$ cat config.mk
export PLATFORM = sky130hd
export DESIGN_NAME = opsc_top
export DESIGN_NICKNAME = d
export VERILOG_FILES = /design/src/pkg/opsc_pkg.sv /design/src/rtl/opsc_top.sv /design/src/rtl/opsc_clkgen.sv /design/src/rtl/opsc_scan.sv
export SDC_FILE = /design/constraint.sdc
export NUM_CORES = 1
export LEC_CHECK = 0
export ABC_AREA = 1
export BUFFER_PORTS_ARGS = -buffer_cell sky130_fd_sc_hd__buf_4
export CELL_PAD_IN_SITES_DETAIL_PLACEMENT = 0
export CELL_PAD_IN_SITES_GLOBAL_PLACEMENT = 1
export CORE_ASPECT_RATIO = 1.25
export CORE_MARGIN = 1
export CORE_UTILIZATION = 32
export CTS_BUF_LIST = sky130_fd_sc_hd__clkbuf_8
export DETAILED_ROUTE_END_ITERATION = 12
export PLACE_DENSITY = 0.61
export SYNTH_ARGS = -nofsm -noshare
export SYNTH_HDL_FRONTEND = slang
export SYNTH_SLANG_ARGS = --single-unit
$ cat constraint.sdc
create_clock -name ref_clk_i -period 3.27 [get_ports ref_clk_i]
set_input_delay 0.327 -clock ref_clk_i [delete_from_list [all_inputs] [get_ports ref_clk_i]]
set_output_delay 0.327 -clock ref_clk_i [all_outputs]
set_load 0.01 [all_outputs]
$ cat src/pkg/opsc_pkg.sv
// Package with constants and types for the OLED power, scan and clock commands.
// What this block does
// Host sends pump prefix then data, display off
// Pump data bit 0 disables or arms pump
// Display and pump state choose sleep or supply
// AEH/AFH set display off/on, off at reset
// Display off enters sleep
// Sleep halts oscillator and pump
// Sleep puts segment and common outputs Hi-Z
// Sleep keeps memory and all settings
// Memory stays host accessible during sleep
// B0H-B7H load page register with 0-7
// Page register never changes displayed image
// Host sends only defined command codes
// C0H/C8H bit 3 selects common scan direction
// Scan direction change acts immediately
// D3H prefix, next byte bits 5..0 offset
// Offset maps start line onto common row mod 64
// D5H prefix, low nibble plus one divides
// High nibble trims oscillator in 5% steps
// Display clock is divided oscillator
// Commands are writes with select low; prefix
package opsc_pkg;

  // ----------------------------------------------------------------------
  // Command codes and masks
  // ----------------------------------------------------------------------
  localparam logic [7:0] CMD_PUMP_PREFIX = 8'had;
  localparam logic [7:0] CMD_PUMP_DATA   = 8'h8a;
  localparam logic [7:0] CMD_DISP        = 8'hae;
  localparam logic [7:0] CMD_PAGE        = 8'hb0;
  localparam logic [7:0] CMD_SCAN        = 8'hc0;
  localparam logic [7:0] CMD_OFFS_PREFIX = 8'hd3;
  localparam logic [7:0] CMD_CLK_PREFIX  = 8'hd5;
  localparam logic [7:0] MASK_BIT0       = 8'hfe;
  localparam logic [7:0] MASK_PAGE       = 8'hf8;
  localparam logic [7:0] MASK_SCAN       = 8'hf0;
  localparam int         SCAN_DIR_BIT    = 3;
  localparam int         OFFS_W          = 6;
  localparam int         PAGE_W          = 3;
  localparam int         NIB_W           = 4;

  // ----------------------------------------------------------------------
  // Reset values
  // ----------------------------------------------------------------------
  localparam logic              RST_PUMP_ARMED = 1'b1;
  localparam logic              RST_DISP_ON    = 1'b0;
  localparam logic              RST_SCAN_REV   = 1'b0;
  localparam logic [OFFS_W-1:0] RST_OFFSET     = 6'h00;
  localparam logic [NIB_W-1:0]  RST_DIV_NIB    = 4'h0;
  localparam logic [NIB_W-1:0]  RST_TRIM       = 4'h5;
  localparam logic [PAGE_W-1:0] RST_PAGE       = 3'h0;

  // ----------------------------------------------------------------------
  // Timing
  // ----------------------------------------------------------------------
  localparam int REF_CLK_HZ     = 20_000_000;
  localparam int OSC_NOM_HZ     = 400_000;
  localparam int OSC_NOM_CYCLES = REF_CLK_HZ / OSC_NOM_HZ;
  // Trim code t gives (TRIM_BASE + t) / TRIM_DEN of nominal frequency.
  localparam int TRIM_BASE      = 15;
  localparam int TRIM_DEN       = 20;
  localparam int COM_ROWS       = 64;

  // ----------------------------------------------------------------------
  // Types
  // ----------------------------------------------------------------------
  typedef struct packed {
    logic              wr;
    logic              sel;
    logic [7:0]        data;
  } opsc_host_t;

  typedef struct packed {
    logic              pump_armed;
    logic              disp_on;
    logic              scan_rev;
    logic [OFFS_W-1:0] offset;
    logic [NIB_W-1:0]  div_nib;
    logic [NIB_W-1:0]  trim;
  } opsc_cfg_t;

endpackage

$ cat src/rtl/opsc_top.sv
// Command decoder for pump, display, page, scan, offset and clock settings.
`timescale 1ns/10ps
module opsc_top
  import opsc_pkg::*;
#(
  parameter int OSC_CYCLES   = OSC_NOM_CYCLES,
  parameter int CLKS_PER_ROW = 4
) (
  input  wire logic              ref_clk_i,
  input  wire logic              rst_b_i,
  input  wire opsc_host_t        host_i,
  input  wire logic [OFFS_W-1:0] mux_last_i,
  output opsc_cfg_t              cfg_o,
  output logic [PAGE_W-1:0]      page_o,
  output logic                   mem_wr_o,
  output logic [7:0]             mem_wdata_o,
  output logic                   sleep_o,
  output logic                   pump_run_o,
  output logic                   ext_supply_req_o,
  output logic                   osc_run_o,
  output logic                   panel_oe_b_o,
  output logic                   display_clock_tick_o,
  output logic [OFFS_W-1:0]      first_common_row_o,
  output logic [OFFS_W-1:0]      common_row_o,
  output logic [OFFS_W-1:0]      display_line_o,
  output logic                   frame_start_o,
  output logic                   cmd_taken_o,
  output logic                   cmd_undef_o
);

  // --------------------------------------------------------------------
  // Decoder state
  // --------------------------------------------------------------------
  typedef enum logic [4:0] {
    ST_IDLE = 5'b00001,
    ST_PUMP = 5'b00010,
    ST_OFFS = 5'b00100,
    ST_CLK  = 5'b01000,
    ST_SKIP = 5'b10000
  } opsc_state_t;

  opsc_state_t st_r;
  opsc_state_t st_nxt;
  opsc_cfg_t   cfg_r;
  logic        cmd_wr;
  logic        known_single;
  logic        foreign_prefix;

  // Matches a command byte against a code after masking out argument bits.
  function automatic logic opsc_hit(input logic [7:0] b,
                                    input logic [7:0] code,
                                    input logic [7:0] mask);
    opsc_hit = (b & mask) == (code & mask);
  endfunction

  // Writes with the select low are commands; high means display data.
  assign cmd_wr = host_i.wr && !host_i.sel;

  // Codes served by other blocks: single codes are kept so they are not flagged undefined,
  // foreign prefixes so the prefix tracking stays in step with the host's byte stream.
  always_comb begin
    known_single = 1'b0;
    if (host_i.data[7:5] == 3'b000) begin
      known_single = 1'b1;
    end else if (opsc_hit(host_i.data, 8'h30, 8'hfc)) begin
      known_single = 1'b1;
    end else if (host_i.data[7:6] == 2'b01) begin
      known_single = 1'b1;
    end else if (opsc_hit(host_i.data, 8'ha0, 8'hf8)) begin
      known_single = 1'b1;
    end else if (host_i.data == 8'he0 || host_i.data == 8'hee ||
                 host_i.data == 8'he3) begin
      known_single = 1'b1;
    end
  end

  assign foreign_prefix = (host_i.data == 8'h81) || (host_i.data == 8'ha8) ||
                          (host_i.data == 8'hd9) || (host_i.data == 8'hda) ||
                          (host_i.data == 8'hdb);

  // --------------------------------------------------------------------
  // Prefix sequencing
  // --------------------------------------------------------------------
  always_comb begin
    st_nxt = st_r;
    unique case (st_r)
      ST_IDLE: begin
        if (cmd_wr) begin
          if (host_i.data == CMD_PUMP_PREFIX) begin
            st_nxt = ST_PUMP;
          end else if (host_i.data == CMD_OFFS_PREFIX) begin
            st_nxt = ST_OFFS;
          end else if (host_i.data == CMD_CLK_PREFIX) begin
            st_nxt = ST_CLK;
          end else if (foreign_prefix) begin
            st_nxt = ST_SKIP;
          end
        end
      end
      ST_PUMP, ST_OFFS, ST_CLK, ST_SKIP: begin
        if (cmd_wr) begin
          st_nxt = ST_IDLE;
        end
      end
      default: begin
        st_nxt = ST_IDLE;
      end
    endcase
  end

  always_ff @(posedge ref_clk_i or negedge rst_b_i) begin
    if (!rst_b_i) begin
      st_r <= ST_IDLE;
    end else begin
      st_r <= st_nxt;
    end
  end

  // --------------------------------------------------------------------
  // Operating settings
  // --------------------------------------------------------------------
  // Nothing here looks at the sleep state, so settings live through it.
  always_ff @(posedge ref_clk_i or negedge rst_b_i) begin
    if (!rst_b_i) begin
      cfg_r.pump_armed <= RST_PUMP_ARMED;
      cfg_r.disp_on    <= RST_DISP_ON;
      cfg_r.scan_rev   <= RST_SCAN_REV;
      cfg_r.offset     <= RST_OFFSET;
      cfg_r.div_nib    <= RST_DIV_NIB;
      cfg_r.trim       <= RST_TRIM;
    end else if (cmd_wr) begin
      if (st_r == ST_PUMP) begin
        // The pump byte only counts right after its prefix.
        if (opsc_hit(host_i.data, CMD_PUMP_DATA, MASK_BIT0)) begin
          cfg_r.pump_armed <= host_i.data[0];
        end
      end else if (st_r == ST_OFFS) begin
        cfg_r.offset <= host_i.data[OFFS_W-1:0];
      end else if (st_r == ST_CLK) begin
        cfg_r.div_nib <= host_i.data[NIB_W-1:0];
        cfg_r.trim    <= host_i.data[7:4];
      end else if (st_r == ST_IDLE) begin
        if (opsc_hit(host_i.data, CMD_DISP, MASK_BIT0)) begin
          cfg_r.disp_on <= host_i.data[0];
        end else if (opsc_hit(host_i.data, CMD_SCAN, MASK_SCAN)) begin
          cfg_r.scan_rev <= host_i.data[SCAN_DIR_BIT];
        end
      end
    end
  end

  // --------------------------------------------------------------------
  // Page register
  // --------------------------------------------------------------------
  // The page only steers host accesses; the scanner never reads it.
  always_ff @(posedge ref_clk_i or negedge rst_b_i) begin
    if (!rst_b_i) begin
      page_o <= RST_PAGE;
    end else if (cmd_wr && st_r == ST_IDLE &&
                 opsc_hit(host_i.data, CMD_PAGE, MASK_PAGE)) begin
      page_o <= host_i.data[PAGE_W-1:0];
    end
  end

  // --------------------------------------------------------------------
  // Host memory path
  // --------------------------------------------------------------------
  // Data writes pass regardless of sleep, since the host may load the
  // frame before waking the panel.
  always_ff @(posedge ref_clk_i or negedge rst_b_i) begin
    if (!rst_b_i) begin
      mem_wr_o    <= 1'b0;
      mem_wdata_o <= 8'h00;
    end else begin
      mem_wr_o <= host_i.wr && host_i.sel;
      if (host_i.wr && host_i.sel) begin
        mem_wdata_o <= host_i.data;
      end
    end
  end

  // --------------------------------------------------------------------
  // Command status
  // --------------------------------------------------------------------
  // Undefined codes are flagged for debug only; they change no setting.
  always_ff @(posedge ref_clk_i or negedge rst_b_i) begin
    if (!rst_b_i) begin
      cmd_taken_o <= 1'b0;
      cmd_undef_o <= 1'b0;
    end else begin
      cmd_taken_o <= cmd_wr;
      cmd_undef_o <= 1'b0;
      if (cmd_wr) begin
        if (st_r == ST_PUMP) begin
          cmd_undef_o <= !opsc_hit(host_i.data, CMD_PUMP_DATA, MASK_BIT0);
        end else if (st_r == ST_IDLE) begin
          cmd_undef_o <= !(known_single || foreign_prefix ||
            host_i.data == CMD_PUMP_PREFIX ||
            host_i.data == CMD_OFFS_PREFIX ||
            host_i.data == CMD_CLK_PREFIX ||
            opsc_hit(host_i.data, CMD_DISP, MASK_BIT0) ||
            opsc_hit(host_i.data, CMD_PAGE, MASK_PAGE) ||
            opsc_hit(host_i.data, CMD_SCAN, MASK_SCAN));
        end
      end
    end
  end

  // --------------------------------------------------------------------
  // Power state
  // --------------------------------------------------------------------
  always_ff @(posedge ref_clk_i or negedge rst_b_i) begin
    if (!rst_b_i) begin
      sleep_o          <= 1'b1;
      pump_run_o       <= 1'b0;
      ext_supply_req_o <= 1'b0;
      osc_run_o        <= 1'b0;
      panel_oe_b_o     <= 1'b1;
    end else begin
      sleep_o          <= !cfg_r.disp_on;
      osc_run_o        <= cfg_r.disp_on;
      pump_run_o       <= cfg_r.disp_on && cfg_r.pump_armed;
      ext_supply_req_o <= cfg_r.disp_on && !cfg_r.pump_armed;
      panel_oe_b_o     <= !cfg_r.disp_on;
    end
  end

  assign cfg_o              = cfg_r;
  assign first_common_row_o = cfg_r.offset;

  // --------------------------------------------------------------------
  // Display timing
  // --------------------------------------------------------------------
  opsc_clkgen #(
    .OSC_CYCLES (OSC_CYCLES)
  ) u_clkgen (
    .ref_clk_i            (ref_clk_i),
    .rst_b_i              (rst_b_i),
    .run_i                (osc_run_o),
    .trim_i               (cfg_r.trim),
    .div_nib_i            (cfg_r.div_nib),
    .osc_tick_o           (),
    .display_clock_tick_o (display_clock_tick_o)
  );

  opsc_scan #(
    .CLKS_PER_ROW (CLKS_PER_ROW)
  ) u_scan (
    .ref_clk_i      (ref_clk_i),
    .rst_b_i        (rst_b_i),
    .tick_i         (display_clock_tick_o),
    .mux_last_i     (mux_last_i),
    .scan_rev_i     (cfg_r.scan_rev),
    .offset_i       (cfg_r.offset),
    .common_row_o   (common_row_o),
    .display_line_o (display_line_o),
    .frame_start_o  (frame_start_o)
  );

endmodule

$ cat src/rtl/opsc_clkgen.sv
// Trimmed oscillator model and display clock divider.
`timescale 1ns/10ps
module opsc_clkgen
  import opsc_pkg::*;
#(
  parameter int OSC_CYCLES = OSC_NOM_CYCLES
) (
  input  wire logic             ref_clk_i,
  input  wire logic             rst_b_i,
  input  wire logic             run_i,
  input  wire logic [NIB_W-1:0] trim_i,
  input  wire logic [NIB_W-1:0] div_nib_i,
  output logic                  osc_tick_o,
  output logic                  display_clock_tick_o
);

  localparam int          ACC_W   = 16;
  localparam logic [ACC_W-1:0] ACC_TOP =
    ACC_W'(TRIM_DEN * OSC_CYCLES);

  logic [ACC_W-1:0] acc_r;
  logic [ACC_W-1:0] acc_nxt;
  logic [NIB_W-1:0] div_cnt_r;

  // --------------------------------------------------------------------
  // Oscillator
  // --------------------------------------------------------------------
  // A phase accumulator keeps the trimmed frequency exact on average.
  assign acc_nxt = acc_r + ACC_W'(TRIM_BASE) + ACC_W'(trim_i);

  always_ff @(posedge ref_clk_i or negedge rst_b_i) begin
    if (!rst_b_i) begin
      acc_r      <= '0;
      osc_tick_o <= 1'b0;
    end else if (!run_i) begin
      osc_tick_o <= 1'b0;
    end else if (acc_nxt >= ACC_TOP) begin
      acc_r      <= acc_nxt - ACC_TOP;
      osc_tick_o <= 1'b1;
    end else begin
      acc_r      <= acc_nxt;
      osc_tick_o <= 1'b0;
    end
  end

  // --------------------------------------------------------------------
  // Divider
  // --------------------------------------------------------------------
  always_ff @(posedge ref_clk_i or negedge rst_b_i) begin
    if (!rst_b_i) begin
      div_cnt_r            <= '0;
      display_clock_tick_o <= 1'b0;
    end else if (osc_tick_o && run_i) begin
      if (div_cnt_r >= div_nib_i) begin
        div_cnt_r            <= '0;
        display_clock_tick_o <= 1'b1;
      end else begin
        div_cnt_r            <= div_cnt_r + 4'h1;
        display_clock_tick_o <= 1'b0;
      end
    end else begin
      display_clock_tick_o <= 1'b0;
    end
  end

endmodule

$ cat src/rtl/opsc_scan.sv
// Common row scanner with direction and display offset.
`timescale 1ns/10ps
module opsc_scan
  import opsc_pkg::*;
#(
  parameter int CLKS_PER_ROW = 4
) (
  input  wire logic              ref_clk_i,
  input  wire logic              rst_b_i,
  input  wire logic              tick_i,
  input  wire logic [OFFS_W-1:0] mux_last_i,
  input  wire logic              scan_rev_i,
  input  wire logic [OFFS_W-1:0] offset_i,
  output logic [OFFS_W-1:0]      common_row_o,
  output logic [OFFS_W-1:0]      display_line_o,
  output logic                   frame_start_o
);

  logic [7:0]        clk_cnt_r;
  logic [OFFS_W-1:0] row_r;

  always_ff @(posedge ref_clk_i or negedge rst_b_i) begin
    if (!rst_b_i) begin
      clk_cnt_r     <= '0;
      row_r         <= '0;
      frame_start_o <= 1'b0;
    end else if (tick_i) begin
      frame_start_o <= 1'b0;
      if (clk_cnt_r == 8'(CLKS_PER_ROW - 1)) begin
        clk_cnt_r <= '0;
        if (row_r >= mux_last_i) begin
          row_r         <= '0;
          frame_start_o <= 1'b1;
        end else begin
          row_r <= row_r + 6'h01;
        end
      end else begin
        clk_cnt_r <= clk_cnt_r + 8'h01;
      end
    end else begin
      frame_start_o <= 1'b0;
    end
  end

  // Direction and offset are used live, so a change shows at once.
  always_ff @(posedge ref_clk_i or negedge rst_b_i) begin
    if (!rst_b_i) begin
      common_row_o   <= '0;
      display_line_o <= '0;
    end else begin
      common_row_o   <= scan_rev_i ? (mux_last_i - row_r) : row_r;
      display_line_o <= row_r - offset_i;
    end
  end

endmodule

==> results.toml, run 1 <==
[drt]
route.detailed.drc = 0
drt-total-wl_mm = 13.10
postRouteAntennaNets = 0
drt-wirelength-per-cell_um = 13.60
drtIter0Drc = 155
vias = 4435
detailedRoute.firstPassIterationCount = 4
vias_per_cell = 4.605

[clocking]
clock_latency_ns = 0.38
htree_levels = 3
cts_buffers = 9
root_buffer = "clkbuf_8"
clock-sinks = 89
cts_buffer_depth = 2
cts_tree = "yes"
postCtsResizedCells = 0
clkTransAtPathRegs_ns = 0.09

[synth]
yosysSeqAreaShare_pct = 42.13
yosysTopAreaCellShare_pct = 39.65
yosys_register_bits = 89
yosys_warnings = 0
yosys.area.top_type = "dfrtp_1"
synth_ff_type = "dfrtp_1"
synthTopCellsByArea = "dfrtp_1 40%, nand2_1 11%, inv_1 7.2%, ha_1 6.4%, o21ai_0 5.0%"
synth_area_mm2 = 0.005301
synth_edf_count = 0
syn-mean-instance-area_um2 = 7.901
async_reset_ff_share_pct = 100.0
ys_types = 45
synthCells = 671
synth_fp_nets = 719

[critical_path]
worstPathArrival_ns = 3.25
critPathMaxFanout = 4
r2r-start = "cfg_o[2]"
reg2reg_depth = 13
reg2reg_to = "u_clkgen.acc_r[11]"
cp-end-kind = "flop"
path_class = "reg -> reg"
crit_required_ns = 3.60
r2r_setup_slack_ns = 0.35
start_kind = "flop"

[hold_path]
hold_path_end = "cmd_taken_o"
holdPathStages = 2
worst_hold_path_type = "in -> reg"
hp-start = "host_i[8]"

[final_layout]
fillers = 1701
drive_gt1_share_pct = 18.34
diodes = 0
layout_commonest_cell = "nand2_1"
final_cell_count_no_fill = 963
multiInputGateArea_mm2 = 0.002547
final_cell_mix = "161 x nand2_1, 103 x inv_1, 84 x dfrtp_1, 76 x buf_4, 55 x nor2_1"
nets = 790
seqCellArea_mm2 = 0.002233
syn_to_final_growth_pct = 17.44

[placed_design]
placedCellCount = 946
dp_hpwl_mm = 10.17
gp_congestion = 0.8086
portBuffers = 73

[sta]
skew_ns = 0.007698
fin_crit_sh_pct = 89.43
relSlewSlack_pct = 66.56
fin_crit_ns = 2.924
setup_violations = 0
holdWs_ns = 0.1352
slew_viol_final = 0
fmax_mhz = 342.0
tns_ns = 0
rsz0062_at_grt = "false"
worstMarginPinSlew_ns = 0.5004
finalHoldViolations = 0

[global_routing]
grt_pass1_vias = 4386
grt_start_max_net_pins = 34
grt_usage_pct = 16.57
grt-ovfl-total = 0
grt_first_pass_wirelength_mm = 21.51
antenna_found_initial = 0

[power]
irDropWorstVdd_uv = 363.6
leakage_nw = 3.189
power_density_mw_per_mm2 = 840.1

[floorplanning]
dieArea_mm2 = 0.01709
die_width_um = 117.1
initial_core_util_pct = 32.72
coreArea_mm2 = 0.01620
num_rows = 52
die_h_um = 145.9
io_pins = 74

[status]
run_status = "finished clean"

[run]
max-cap-violations = 0
## cells by family (layout without fill, tap and decap cells)
group / Yosys count / in the layout / share of synthesized area [%]
and+or+nand+nor: 323 / 323 / 28.27
adders and majority gates: 30 / 30 / 7.505
buffers and inverters: 124 / 200 / 9.818
DFF: 89 / 89 / 42.13
AOI/OAI and AO/OA: 84 / 84 / 8.662
xor gates and xnor gates: 21 / 21 / 3.611
## state kept, by name (all words and copies together), names as in the netlist, 6 cells and up
| register | count |
|---|---|
| u_scan.display_line_o | 6 |
| u_scan.common_row_o | 6 |
| u_scan.clk_cnt_r | 8 |
| u_clkgen.acc_r | 16 |
| cfg_o | 11 |
| mem_wdata_o | 8 |
| first_common_row_o | 6 |
| u_scan.row_r | 6 |
## worst max-delay path, stage by stage (launching register included)
cell	delay, ns
dfstp_2	0.55
inv_1	0.04
ha_1	0.26
inv_1	0.07
fa_1	0.49
xnor2_1	0.39
ha_1	0.28
nor2_1	0.07
nand3_1	0.11
nor2_1	0.08
nor2_1	0.22
xor2_1	0.18
nand3_1	0.08
nand2_1	0.07
## power breakdown
group	switching, mW	internal (mW)	total [mW]
clock	0.427	0.353	0.781
sequential	0.259	1.41	1.67
combinational	1.73	1.05	2.78
total	2.41	2.82	5.23
## what timing repair did
| action | in CTS | in global routing |
|---|---|---|
| hold buffers | 1 | 0 |
| hold endpoints to repair | 24 | 0 |
| buffers inserted | 0 | 0 |
## routing by layer
metal | part of all wire, % | wire, um | track usage [%]
met3 | 3.4 | 441 | 2.791
met2 | 51 | 6631 | 28.37
met4 | 2.7 | 352 | 7.722
met1 | 43 | 5671 | 19.92
met5 | 0 | 0 | 0
## how the worst max path moves through the flow
stage / to / start / cells after the start
2_1_floorplan: u_clkgen.acc_r[15] / cfg_o[2] / 15
3_3_place_gp: u_clkgen.acc_r[15] / cfg_o[2] / 13
6_report: u_clkgen.acc_r[11] / cfg_o[2] / 13
4_1_cts: u_clkgen.acc_r[11] / cfg_o[2] / 13
3_5_place_dp: u_clkgen.acc_r[11] / cfg_o[2] / 13
5_1_grt: u_clkgen.acc_r[11] / cfg_o[1] / 14
## stage by stage
step | instance area, um^2 | setup slack [ns] | utilization (%) | total power, mW
2_1_floorplan | 5301 | 0.5951 | - | 3.792
3_3_place_gp | 6023 | 0.3974 | 37.18 | 4.494
3_5_place_dp | 6023 | 0.3063 | 37.18 | 4.515
4_1_cts | 6226 | 0.2789 | 38.43 | 5.322
5_1_grt | 6226 | 0.09371 | 38.43 | 5.768
6_report | 6226 | 0.3456 | 38.43 | 5.230
## cells in the mapped netlist (2+ instances only)
master / instances
o21ai_0: 53
and2_1: 2
o22ai_1: 3
buf_4: 9
o31ai_1: 2
nand3b_1: 2
dfstp_2: 5
xor2_1: 16
a21oi_1: 11
o21ai_2: 2
nand3_2: 4
buf_2: 2
nand3_1: 44
nor3_1: 8
or2_2: 2
xnor2_1: 4
dfrtp_1: 84
nor2_4: 4
a211oi_1: 2
nand2_1: 161
fa_1: 3
nand3_4: 3
nand4_1: 15
ha_1: 27
o21ai_1: 4
nand2_2: 14
clkbuf_1: 4
inv_2: 4
nor2_2: 4
nor2_1: 55
inv_1: 102
o211ai_1: 2
a31oi_1: 2
## area by class of cell
class / count / share of cell area [%]
Clock buffer: 9 / 1.990
Tap cell: 216 / 4.341
Sequential cell: 89 / 35.87
Clock inverter: 7 / 1.105
Multi-Input combinational cell: 458 / 40.92
Timing Repair Buffer: 77 / 9.325
Inverter: 107 / 6.451
(Power assumes the default switching activity.)
==> run 2, diff against run 1 <==
==> constraint.sdc (replaced) <==
create_clock -name ref_clk_i -period 3.27 [get_ports ref_clk_i]
set_input_delay 0.654 -clock ref_clk_i [delete_from_list [all_inputs] [get_ports ref_clk_i]]
set_output_delay 0.654 -clock ref_clk_i [all_outputs]
set_load 0.01 [all_outputs]
==> run 2 against run 1 <==
Compared with the run above: first-iteration DRC count is 15% higher; cell area is 0.50% higher; sequential power about the same; register-to-register slack worse by 0.03 ns; critical path depth is the same.
==> results.toml, run 2 (synthesized netlist as in run 1, its figures left out) <==
[clocking]
clock-sinks = 89
root_buffer = "clkbuf_8"
cts_hold_buf = 0
postCtsResizedCells = 0
cts_buffers = 9
clock_latency_ns = 0.37
htree_levels = 3
postCtsSetupBuffers = 0
cts_tree = "yes"
cts_buffer_depth = 2
clkTransAtPathRegs_ns = 0.09

[sta]
skew_ns = 0.005950
setup_violations = 0
slew_viol_final = 0
finalHoldViolations = 0
fin_crit_ns = 2.952
relSlewSlack_pct = 64.20
rsz0062_at_grt = "false"
worstMarginPinSlew_ns = 0.5370
fmax_mhz = 338.7
fin_crit_sh_pct = 90.28
holdWs_ns = 0.2471
fin_ws_ns = 0.3179
tns_ns = 0

[floorplanning]
initial_core_util_pct = 32.72
die_width_um = 117.1
die_h_um = 145.9
coreArea_mm2 = 0.01620
dieArea_mm2 = 0.01709
num_rows = 52
io_pins = 74

[global_routing]
grt-ovfl-total = 0
grt_start_max_net_pins = 53
grt_first_pass_wirelength_mm = 21.50
grt_pass1_vias = 4391
antenna_found_initial = 0
grt_usage_pct = 16.42

[power]
power.internal_mw = 2.938
power_switching_mw = 2.404
combPwrFrac_pct = 52.1
p_clk_share_pct = 16.5
power_density_mw_per_mm2 = 853.7
pwr-share-seq_pct = 31.4
p_sw_share_pct = 45.00
irDropWorstVdd_uv = 281.6
leakage_nw = 3.205

[run]
max-cap-violations = 0

[drt]
vias = 4452
drtIter0Drc = 178
drt-total-wl_mm = 12.99
dr_wl_met2_mm = 6.619
vias_per_cell = 4.633
postRouteAntennaNets = 0
route.detailed.drc = 0
drt-wirelength-per-cell_um = 13.51
top_layer = "met4"
wl_met3_um = 439
drt-met1-wl_mm = 5.619
detailedRoute.firstPassIterationCount = 5

[critical_path]
crit_buf_inv = 2
path_class = "reg -> reg"
crit_chain = "inv_1 > ha_1 > inv_1 > fa_1 > xnor2_1 > ha_1 > nor2_1 > nand3_1 > nor2_1 > nor2_1 > nand4_2 > nand3_1 > nand2_1"
crit_top_cell = "nor2_1"
start_kind = "flop"
max_stage_delay_ns = 0.56
critical_path.top_delay_family = "adder cells"
worstPathArrival_ns = 3.22
crit_slowest_cell = "dfstp_2"
critPathMaxFanout = 4
cp-end-kind = "flop"
crit_required_ns = 3.54

[placed_design]
dp_slack_ns = 0.2989
gp_congestion = 0.8131
dp_hpwl_mm = 10.19
place_area_mm2 = 0.006028
portBuffers = 73

[final_layout]
layout_commonest_cell = "nand2_1"
syn_to_final_growth_pct = 18.03
final_cell_mix = "161 x nand2_1, 103 x inv_1, 84 x dfrtp_1, 74 x buf_4, 55 x nor2_1"
diodes = 0
regMostFlops = "u_clkgen.acc_r"
drive_gt1_share_pct = 18.26
largest_register_ff_count = 16
stdcell_area_mm2 = 0.006257
nets = 788

[hold_path]
worst_hold_path_type = "in -> async"

[status]
run_status = "finished clean"
==> run 2: power by group through the flow <==
stage	clock network [mW]	registers (mW)	logic, mW
2_1_floorplan	0	1.65	2.14
3_3_place_gp	0	1.70	2.80
3_5_place_dp	0	1.70	2.81
4_1_cts	0.916	1.69	2.83
5_1_grt	0.958	1.72	3.19
6_report	0.880	1.68	2.78
==> run 2: path summary, 6_finish.rpt <==
path | start | end | slack, ns | depth (start not counted)
setup / recovery | cfg_o[2] | u_clkgen.acc_r[15] | 0.32 | 13
max in group asynchronous | rst_b_i | cfg_o[0] | 2.32 | 2
hold / removal | rst_b_i | u_clkgen.acc_r[12] | 0.25 | 1
setup reg to reg | cfg_o[2] | u_clkgen.acc_r[15] | 0.32 | 13
hold reg to reg | cfg_o[15] | osc_run_o | 0.45 | 0
min in group ref_clk_i | cfg_o[15] | osc_run_o | 0.45 | 0
==> run 2: layout make-up <==
cell class / count / area, um^2
fill: 1675 / 9943
multi-input combinational: 458 / 2547
sequential: 89 / 2233
timing repair buffer: 75 / 575.6
inverter: 107 / 401.6
tap: 216 / 270.3
clock buffer: 11 / 151.4
clock inverter: 5 / 77.57
==> run 2: metrics by stage <==
| step | util, % | power, mW | instances |
|---|---|---|---|
| after global routing | 38.62 | 5.871 | 961 |
| after floorplan | - | 3.792 | 671 |
| after global placement | 37.21 | 4.491 | 945 |
| after detailed placement | 37.21 | 4.516 | 945 |
| after CTS | 38.62 | 5.429 | 961 |
| final | 38.62 | 5.342 | 961 |
==> run 2: worst reg2reg max path: stages, from the launching register on <==
cell and delay (ns):
dfstp_2 0.56, inv_1 0.05, ha_1 0.27, inv_1 0.07
fa_1 0.48, xnor2_1 0.40, ha_1 0.29, nor2_1 0.06
nand3_1 0.11, nor2_1 0.08, nor2_1 0.23, nand4_2 0.13
nand3_1 0.10, nand2_1 0.05
==> run 2: per-layer routing <==
layer,GRT usage (%),vias to the layer above
met1,19.80,2082
li1,-,2269
met3,2.666,19
met4,7.089,0
met5,0,-
met2,28.40,82
==> run 3, diff against run 2 <==
- CELL_PAD_IN_SITES_GLOBAL_PLACEMENT: 1 -> 2
- PLACE_DENSITY: 0.61 -> 0.74
- RECOVER_POWER: unset -> 100
==> run 3 against run 2 <==
Compared with the run above: the run now ends with max-capacitance violations, max-slew violations left; cell area fell by 3.9%; die area did not move; flip-flop and latch count did not move; critical path depth did not move; via count fell by 0.13%; sequential power barely moved; non-clock buffer count did not move; critical endpoint is now u_clkgen.acc_r[11]; largest power group unchanged; highest routed layer unchanged; register-to-register slack got worse by 0.03 ns; largest cell class unchanged.
==> results.toml, run 3 (synthesized netlist as in run 1, its figures left out) <==
[clocking]
cts_tree = "yes"
htree_levels = 3
cts_buffer_depth = 2
clock_latency_ns = 0.39
cts_buffers = 9
cts_hold_buf = 0
root_buffer = "clkbuf_8"
clock-sinks = 89
postCtsResizedCells = 0
clkTransAtPathRegs_ns = 0.10
postCtsSetupBuffers = 0

[critical_path]
max_stage_delay_ns = 0.55
critical_path.top_delay_family = "adder cells"
crit_buf_inv = 2
worstPathArrival_ns = 3.32
path_class = "reg -> reg"
crit_top_cell = "nor2_1"
crit_required_ns = 3.60
crit_chain = "inv_1 > ha_1 > inv_1 > fa_1 > xnor2_1 > ha_1 > nor2_1 > nand3_1 > nor2_1 > nor2_1 > xor2_1 > nand3_1 > nand2_1"
crit_slowest_cell = "dfstp_1"
start_kind = "flop"
critPathMaxFanout = 4
cp-end-kind = "flop"
r2r_setup_slack_ns = 0.29

[run]
max-cap-violations = 1

[floorplanning]
die_width_um = 117.1
coreArea_mm2 = 0.01620
io_pins = 74
num_rows = 52
die_h_um = 145.9
initial_core_util_pct = 32.72
dieArea_mm2 = 0.01709

[final_layout]
layout_commonest_cell = "nand2_1"
stdcell_area_mm2 = 0.006011
regMostFlops = "u_clkgen.acc_r"
multiInputGateArea_mm2 = 0.002540
finalCoreUtilization_pct = 37.10
diodes = 0
seqCellArea_mm2 = 0.002233
final_cell_mix = "161 x nand2_1, 103 x inv_1, 84 x dfrtp_1, 59 x o21ai_0, 57 x clkbuf_1"
drive_gt1_share_pct = 9.799
nets = 788
final_cell_count_no_fill = 961
syn_to_final_growth_pct = 13.38
fillers = 1756
largest_register_ff_count = 16

[power]
power_density_mw_per_mm2 = 853.1
irDropWorstVdd_uv = 264.6
power_mw = 5.128
leakage_nw = 2.958

[placed_design]
placedCellCount = 945
portBuffers = 73
gp_congestion = 0.8242
dp_hpwl_mm = 10.13
dp_slack_ns = 0.3382
place_area_mm2 = 0.006028

[global_routing]
antenna_found_initial = 0
grt_start_max_net_pins = 48
grt_usage_pct = 16.92
grt_pass1_vias = 4412
grt_first_pass_wirelength_mm = 22.08
grt-ovfl-total = 0

[drt]
vias = 4446
drt-total-wl_mm = 13.17
postRouteAntennaNets = 0
detailedRoute.firstPassIterationCount = 4
wl_met3_um = 415
drtIter0Drc = 159
drt-wirelength-per-cell_um = 13.71
route.detailed.drc = 0
drt-met1-wl_mm = 5.762
dr_wl_met2_mm = 6.746
vias_per_cell = 4.626
top_layer = "met4"

[sta]
worstMarginPinSlew_ns = 2.558
setup_violations = 0
fmax_mhz = 335.2
fin_crit_ns = 2.984
finalHoldViolations = 0
fin_crit_sh_pct = 91.25
tns_ns = 0
skew_ns = 0.01074
slew_viol_final = 43
relSlewSlack_pct = -70.54
holdWs_ns = 0.4458
fin_ws_ns = 0.2863
rsz0062_at_grt = "false"

[status]
run_status = "finished, violations left"
violations = "max-capacitance violations, max-slew violations"

[hold_path]
worst_hold_path_type = "reg -> reg"
run 3: final cells by class:
cell class                      instances  area share (%)
Multi-Input combinational cell        458           42.26
Tap cell                              216           4.496
Sequential cell                        89           37.16
Clock buffer                           10           2.290
Timing Repair Buffer                   75           6.016
Inverter                              107           6.682
Clock inverter                          6           1.103
run 3: routing by layer:
metal,GRT usage [%],up-vias
met5,0,-
met4,6.772,0
met3,2.541,16
met2,29.11,73
met1,20.91,2090
li1,-,2267
run 3: path summary, 6_finish.rpt:
path,from,end,depth (start not counted)
worst min register to register,cfg_o[15],osc_run_o,0
worst min-delay path,cfg_o[15],osc_run_o,0
min in group asynchronous,rst_b_i,u_scan.common_row_o[1],1
worst max register to register,cfg_o[2],u_clkgen.acc_r[11],13
max in group asynchronous,rst_b_i,cfg_o[5],1
worst max-delay path,cfg_o[2],u_clkgen.acc_r[11],13
run 3: where the power goes:
part / internal, mW / switching, mW / total, mW
logic: 0.944 / 1.70 / 2.64
registers: 1.41 / 0.262 / 1.67
clock network: 0.378 / 0.435 / 0.814
